$ cat config.mk
export PLATFORM = sky130hd
export DESIGN_NAME = tstc_top
export DESIGN_NICKNAME = d
export VERILOG_FILES = /design/src/tstc_pkg.sv /design/src/tstc_top.sv
export SDC_FILE = /design/constraint.sdc
export NUM_CORES = 1
export LEC_CHECK = 0
export BUFFER_PORTS_ARGS = -buffer_cell sky130_fd_sc_hd__buf_2
export CORE_MARGIN = 2
export CORE_UTILIZATION = 45
export CTS_CLUSTER_DIAMETER = 200
export DETAILED_ROUTE_END_ITERATION = 6
export PLACE_DENSITY = 0.84
export SLEW_MARGIN = 40
export SYNTH_ARGS = -nofsm -noshare
export SYNTH_HDL_FRONTEND = slang
export SYNTH_SLANG_ARGS = --single-unit
$ cat constraint.sdc
create_clock -name pclk -period 2.2 [get_ports pclk]
set_input_delay 0.22 -clock pclk [delete_from_list [all_inputs] [get_ports pclk]]
set_output_delay 0.22 -clock pclk [all_outputs]
set_load 0.02 [all_outputs]
$ cat src/tstc_pkg.sv
package tstc_pkg;
  localparam int unsigned ADDR_W = 8;
  localparam int unsigned DATA_W = 32;
  localparam int unsigned TIME_W = 7;
  localparam int unsigned CMP_W = 9;
  localparam int unsigned ERR_W = 24;
  localparam int unsigned ERR_LO_W = 8;
  localparam int unsigned ERR_HI_W = 16;

  // bank-0 slots, then bank-1 high word and a status word
  localparam logic [7:0] OFF_SLOT0 = 8'h00;
  localparam logic [7:0] OFF_SLOT1 = 8'h04;
  localparam logic [7:0] OFF_SLOT2 = 8'h08;
  localparam logic [7:0] OFF_SLOT3 = 8'h0C;
  localparam logic [7:0] OFF_SLOT4 = 8'h10;
  localparam logic [7:0] OFF_SLOT5 = 8'h14;
  localparam logic [7:0] OFF_ERR_LO = 8'h18;
  localparam logic [7:0] OFF_SW_TIMING = 8'h1C;
  localparam logic [7:0] OFF_ERR_HI = 8'h20;
  localparam logic [7:0] OFF_STATUS = 8'h24;

  // antenna_switch_timing fields
  localparam int unsigned POL_BIT = 15;
  localparam int unsigned ON_MSB = 14;
  localparam int unsigned ON_LSB = 8;
  localparam int unsigned OFF_MSB = 6;
  localparam int unsigned OFF_LSB = 0;
  localparam int unsigned LANE_LO = 0;
  localparam int unsigned LANE_HI = 1;

  // status fields
  localparam int unsigned STAT_ACTIVE_BIT = 0;
  localparam int unsigned STAT_HANDSET_BIT = 1;

  // fixed upper compare bits by role
  localparam logic [1:0] ON_HI_BASE = 2'h0;
  localparam logic [1:0] ON_HI_HANDSET = 2'h1;
  localparam logic [1:0] OFF_HI_BASE = 2'h1;
  localparam logic [1:0] OFF_HI_HANDSET = 2'h2;

  localparam logic RST_POL = 1'h0;
  localparam logic [6:0] RST_TIME = 7'h00;
  localparam logic [31:0] ZERO_WORD = 32'h00000000;
endpackage : tstc_pkg

$ cat src/tstc_top.sv
`timescale 1ns/100ps
// What this block does
// - polarity bit inverts both switch outputs
// - bits 14..8 set turn-on time
// - bits 6..0 set turn-off time
// - programmed field is (x mod 128) minus one
// - nine-bit compare, two upper bits fixed
// - turn-on upper bits 00 base, 01 handset
// - turn-off upper bits 01 base, 10 handset
// - compare against transmit frame counter
// - field writes take effect at once
// - low error byte readable, writes ignored
// - upper sixteen error bits in bank-1 register
module tstc_top (
  input wire logic pclk,
  input wire logic presetn,
  input wire logic psel,
  input wire logic penable,
  input wire logic pwrite,
  input wire logic [tstc_pkg::ADDR_W-1:0] paddr,
  input wire logic [tstc_pkg::DATA_W-1:0] pwdata,
  input wire logic [3:0] pstrb,
  output logic [tstc_pkg::DATA_W-1:0] prdata,
  output logic pready,
  output logic pslverr,
  input wire logic [tstc_pkg::CMP_W-1:0] tx_frame_count,
  input wire logic handset_mode,
  input wire logic [tstc_pkg::ERR_W-1:0] sym_err,
  output logic transmit_switch_out,
  output logic receive_switch_out
);

  function automatic logic tstc_mapped(input logic [7:0] a);
    return (a <= tstc_pkg::OFF_STATUS) && (a[1:0] == 2'h0);
  endfunction : tstc_mapped

  logic switch_polarity_invert;
  logic [tstc_pkg::TIME_W-1:0] switch_turn_on_time;
  logic [tstc_pkg::TIME_W-1:0] switch_turn_off_time;
  logic tx_active;
  logic next_switch_polarity_invert;
  logic [tstc_pkg::TIME_W-1:0] next_switch_turn_on_time;
  logic [tstc_pkg::TIME_W-1:0] next_switch_turn_off_time;
  logic next_tx_active;
  logic next_transmit_switch_out;
  logic next_receive_switch_out;
  logic [tstc_pkg::DATA_W-1:0] next_prdata;
  logic [tstc_pkg::CMP_W-1:0] on_cmp;
  logic [tstc_pkg::CMP_W-1:0] off_cmp;
  logic wr_timing;
  logic rd_setup;

  assign pready = 1'b1;
  assign pslverr = psel && penable && !tstc_mapped(paddr);
  assign wr_timing = psel && penable && pwrite
    && (paddr == tstc_pkg::OFF_SW_TIMING);
  assign rd_setup = psel && !penable && !pwrite;

  // register writes; only the timing word holds state
  always_comb begin
    next_switch_polarity_invert = switch_polarity_invert;
    next_switch_turn_on_time = switch_turn_on_time;
    next_switch_turn_off_time = switch_turn_off_time;
    if (wr_timing && pstrb[tstc_pkg::LANE_HI]) begin
      next_switch_polarity_invert = pwdata[tstc_pkg::POL_BIT];
      next_switch_turn_on_time =
        pwdata[tstc_pkg::ON_MSB:tstc_pkg::ON_LSB];
    end
    if (wr_timing && pstrb[tstc_pkg::LANE_LO]) begin
      next_switch_turn_off_time =
        pwdata[tstc_pkg::OFF_MSB:tstc_pkg::OFF_LSB];
    end
  end

  // compare values: fixed role bits over programmed field
  always_comb begin
    on_cmp = {handset_mode ? tstc_pkg::ON_HI_HANDSET
                           : tstc_pkg::ON_HI_BASE,
              switch_turn_on_time};
    off_cmp = {handset_mode ? tstc_pkg::OFF_HI_HANDSET
                            : tstc_pkg::OFF_HI_BASE,
               switch_turn_off_time};
  end

  // switch state; off match wins when both match
  always_comb begin
    next_tx_active = tx_active;
    if (tx_frame_count == off_cmp) begin
      next_tx_active = 1'b0;
    end else if (tx_frame_count == on_cmp) begin
      next_tx_active = 1'b1;
    end
    // new polarity reaches the pins at the write edge
    next_transmit_switch_out = next_switch_polarity_invert
      ? next_tx_active : !next_tx_active;
    next_receive_switch_out = !next_transmit_switch_out;
  end

  // read data captured in the setup phase
  always_comb begin
    next_prdata = prdata;
    if (rd_setup) begin
      next_prdata = tstc_pkg::ZERO_WORD;
      unique case (paddr)
        tstc_pkg::OFF_ERR_LO:
          next_prdata[tstc_pkg::ERR_LO_W-1:0] =
            sym_err[tstc_pkg::ERR_LO_W-1:0];
        tstc_pkg::OFF_ERR_HI:
          next_prdata[tstc_pkg::ERR_HI_W-1:0] =
            sym_err[tstc_pkg::ERR_W-1:tstc_pkg::ERR_LO_W];
        tstc_pkg::OFF_STATUS: begin
          next_prdata[tstc_pkg::STAT_ACTIVE_BIT] = tx_active;
          next_prdata[tstc_pkg::STAT_HANDSET_BIT] = handset_mode;
        end
        default: begin
          next_prdata = tstc_pkg::ZERO_WORD;
        end
      endcase
    end
  end

  always_ff @(posedge pclk or negedge presetn) begin
    if (!presetn) begin
      switch_polarity_invert <= tstc_pkg::RST_POL;
      switch_turn_on_time <= tstc_pkg::RST_TIME;
      switch_turn_off_time <= tstc_pkg::RST_TIME;
      tx_active <= 1'b0;
      transmit_switch_out <= !tstc_pkg::RST_POL;
      receive_switch_out <= tstc_pkg::RST_POL;
      prdata <= tstc_pkg::ZERO_WORD;
    end else begin
      switch_polarity_invert <= next_switch_polarity_invert;
      switch_turn_on_time <= next_switch_turn_on_time;
      switch_turn_off_time <= next_switch_turn_off_time;
      tx_active <= next_tx_active;
      transmit_switch_out <= next_transmit_switch_out;
      receive_switch_out <= next_receive_switch_out;
      prdata <= next_prdata;
    end
  end
endmodule : tstc_top

==> impl_metrics.py <==
metrics = {
    "pwr": {
        "p_per_area_nw_per_um2": 582,
        "power.leakage_uw": 0.00122,
        "vdd_ir_drop_max_uv": 414,
    },
    "cts": {
        "cts_buffer_depth": 2,
        "post_cts_buffers": 0,
        "cts_buffers": 5,
        "cts_hold_buf": 0,
        "cts_tree": "built",
        "htreeDepth": 2,
        "cts_resized": 0,
        "clock_latency_ps": 270,
        "clk_pin_slew_ps": 70,
        "cts-root-buf": "clkbuf_8",
        "cts_num_sinks": 34,
    },
    "synthesis": {
        "mappedNetlistArea_sq_um": 1770,
        "synth_top_area_share_pct": 46.7,
        "yosysWarningCount": 0,
        "synth-edff-count": 0,
        "synth_area_per_cell_sq_um": 11.3,
        "async_reset_ff_share_pct": 100,
        "ys_seq_elements": 34,
        "synth_top_area_cell": "dfrtp_1",
        "synth_area_leaders": "dfrtp_1 (47%), mux2_2 (8.9%), buf_4 (7.2%)",
        "syn_inst": 157,
        "ys_seq_area_share_pct": 48.2,
        "synth-main-ff-cell": "dfrtp_1",
        "synthDistinctLibCells": 34,
    },
    "layout": {
        "drive_above_1_share_pct": 46.7,
        "fin_cells": 290,
        "final_util_pct": 60.5,
        "final_cell_mix": "buf_2 (82), dfrtp_1 (33), nor2_1 (17), conb_1 (17), mux2_2 (14)",
        "antennaDiodeCount": 0,
        "nets": 325,
        "syn2layout_area_growth_pct": 27.2,
        "final_common_cell": "buf_2",
    },
    "timing": {
        "fin_crit_ps": 1650,
        "fin_crit_sh_pct": 75.2,
        "hold_violations": 0,
        "worst_slew_pin_slew_ps": 743,
        "fmax_mhz": 604,
        "clock_skew_ps": 3.18,
        "finalSetupTns_ps": 0,
        "setup_violations": 0,
        "slew_headroom_pct": 50.5,
        "slew_viol_final": 0,
        "rsz0062_at_grt": "false",
    },
    "global_routing": {
        "grt_max_degree": 35,
        "grt_pass1_wl_mm": 6.22,
        "globalRouteOverflowTotal": 0,
        "grt_usage_pct": 19.1,
        "antenna_found_initial": 0,
        "grt_pass1_vias": 1374,
    },
    "detailed_routing": {
        "wirelength_mm": 3.99,
        "ant_nets": 0,
        "first_pass_iters": 4,
        "drt_iter0_markers": 68,
        "vias_per_cell": 4.91,
        "drc": 0,
        "wl_per_cell_microns": 13.7,
        "vias": 1424,
    },
    "floorplanning": {
        "core.rowCount": 22,
        "fp.dieH_microns": 66.7,
        "io_pins": 119,
        "dieWidth_microns": 66.7,
        "coreArea_sq_um": 3720,
        "initial_utilization_pct": 47.6,
        "dieArea_sq_um": 4450,
    },
    "worst_setup_path": {
        "crit_arrival_ps": 1860,
        "critPathCaptureType": "flop",
        "max_stage_delay_ps": 400,
        "crit_top_cell": "xor2_1",
        "critPathLaunchType": "flop",
        "cp_slowest_cell": "dfrtp_1",
        "cp_cell_sequence": "xor2_1 -> nor4_1 -> a31oi_1 -> a21oi_1 -> xor2_1",
        "reg2regPathDepth": 5,
        "worstPathRequired_ps": 2400,
        "crit_type": "reg2reg",
        "crit_fanout": 3,
    },
    "status": {
        "status": "completed",
    },
    "hold_path": {
        "min_path_type": "in2async",
    },
    "placed_design": {
        "dp_cells": 283,
        "hpwl_mm": 3.21,
        "gp_congestion": 0.787,
        "portBuffers": 82,
    },
    "job": {
        "maxCapViolCount": 0,
    },
}
[metal layers]
metal / track usage (%) / vias up / routed length, microns
li1: - / 687 / -
met1: 22.4 / 656 / 1550
met2: 32.0 / 69 / 2000
met3: 4.90 / 12 / 307
met4: 10.5 / 0 / 123
met5: 0 / - / 0
[cell families after synthesis]
group                  synth area share [%]
buffers and inverters                  8.56
other                                 0.424
flip-flops                             48.2
AO/OA/AOI/OAI                          11.0
AND/OR/NAND/NOR                        13.3
XOR/XNOR                               8.42
multiplexers                           10.2
[cells in the mapped netlist, types with 2 or more instances]
cell / instances
nand2_1: 5
and2_1: 2
buf_4: 17
a221oi_1: 6
mux2_2: 14
nor3_1: 2
nor2_1: 17
a21oi_1: 2
xnor2_1: 5
clkbuf_1: 3
nand3b_1: 2
a22oi_1: 2
conb_1: 2
a31oi_1: 3
nor4_1: 3
xor2_1: 12
dfrtp_1: 33
o21ai_0: 4
a22o_1: 8
[final timing paths]
kind	start	endpoint	slack [ps]
max	switch_turn_on_time[4]$_DFFE_PN0N_	transmit_switch_out$_DFF_PN1_	550
min	presetn	switch_turn_off_time[4]$_DFFE_PN0P_	5
max reg2reg	switch_turn_on_time[4]$_DFFE_PN0N_	transmit_switch_out$_DFF_PN1_	550
min reg2reg	prdata[8]$_DFFE_PN0P_	prdata[8]$_DFFE_PN0P_	500
max in group asynchronous	presetn	prdata[11]$_DFFE_PN0P_	1720
min in group pclk	sym_err[22]	prdata[14]$_DFFE_PN0P_	160
[area by class of cell]
class	instances	area [sq um]
clock buffer	5	68.8
clock inverter	2	10.0
fill	350	1470
inverter	1	3.75
multi-input combinational	115	822
sequential	34	852
tap	48	60.1
timing repair buffer	85	433
[stage by stage]
stage | setup WS, ps | hold slack [ps] | area [sq um] | power [uW]
after floorplan | 606 | -75.6 | 1830 | 812
after global placement | 403 | 323 | 2170 | 895
after detailed placement | 373 | 326 | 2170 | 902
after CTS | 561 | 22.6 | 2250 | 1330
after global routing | 405 | 46.9 | 2250 | 1380
final | 545 | 4.91 | 2250 | 1310
[critical path: cells and delay by family, from the launching register on]
family	cells	cell delay, ps
AND/OR/NAND/NOR	1	370
flip-flops	1	400
AO/OA/AOI/OAI	2	460
XOR/XNOR	2	350
[report_power, final]
part           switching, uW  internal [uW]
registers               12.0            652
clock network            208            212
logic                    138           87.2
total                    357            951
[state kept, by name, indices dropped and copies added, names as in the netlist]
name / count
receive_switch_out: 1
switch_polarity_invert: 1
switch_turn_on_time: 7
prdata: 16
tx_active: 1
switch_turn_off_time: 7
transmit_switch_out: 1
No activity file was read; power rests on OpenSTA's default activity.
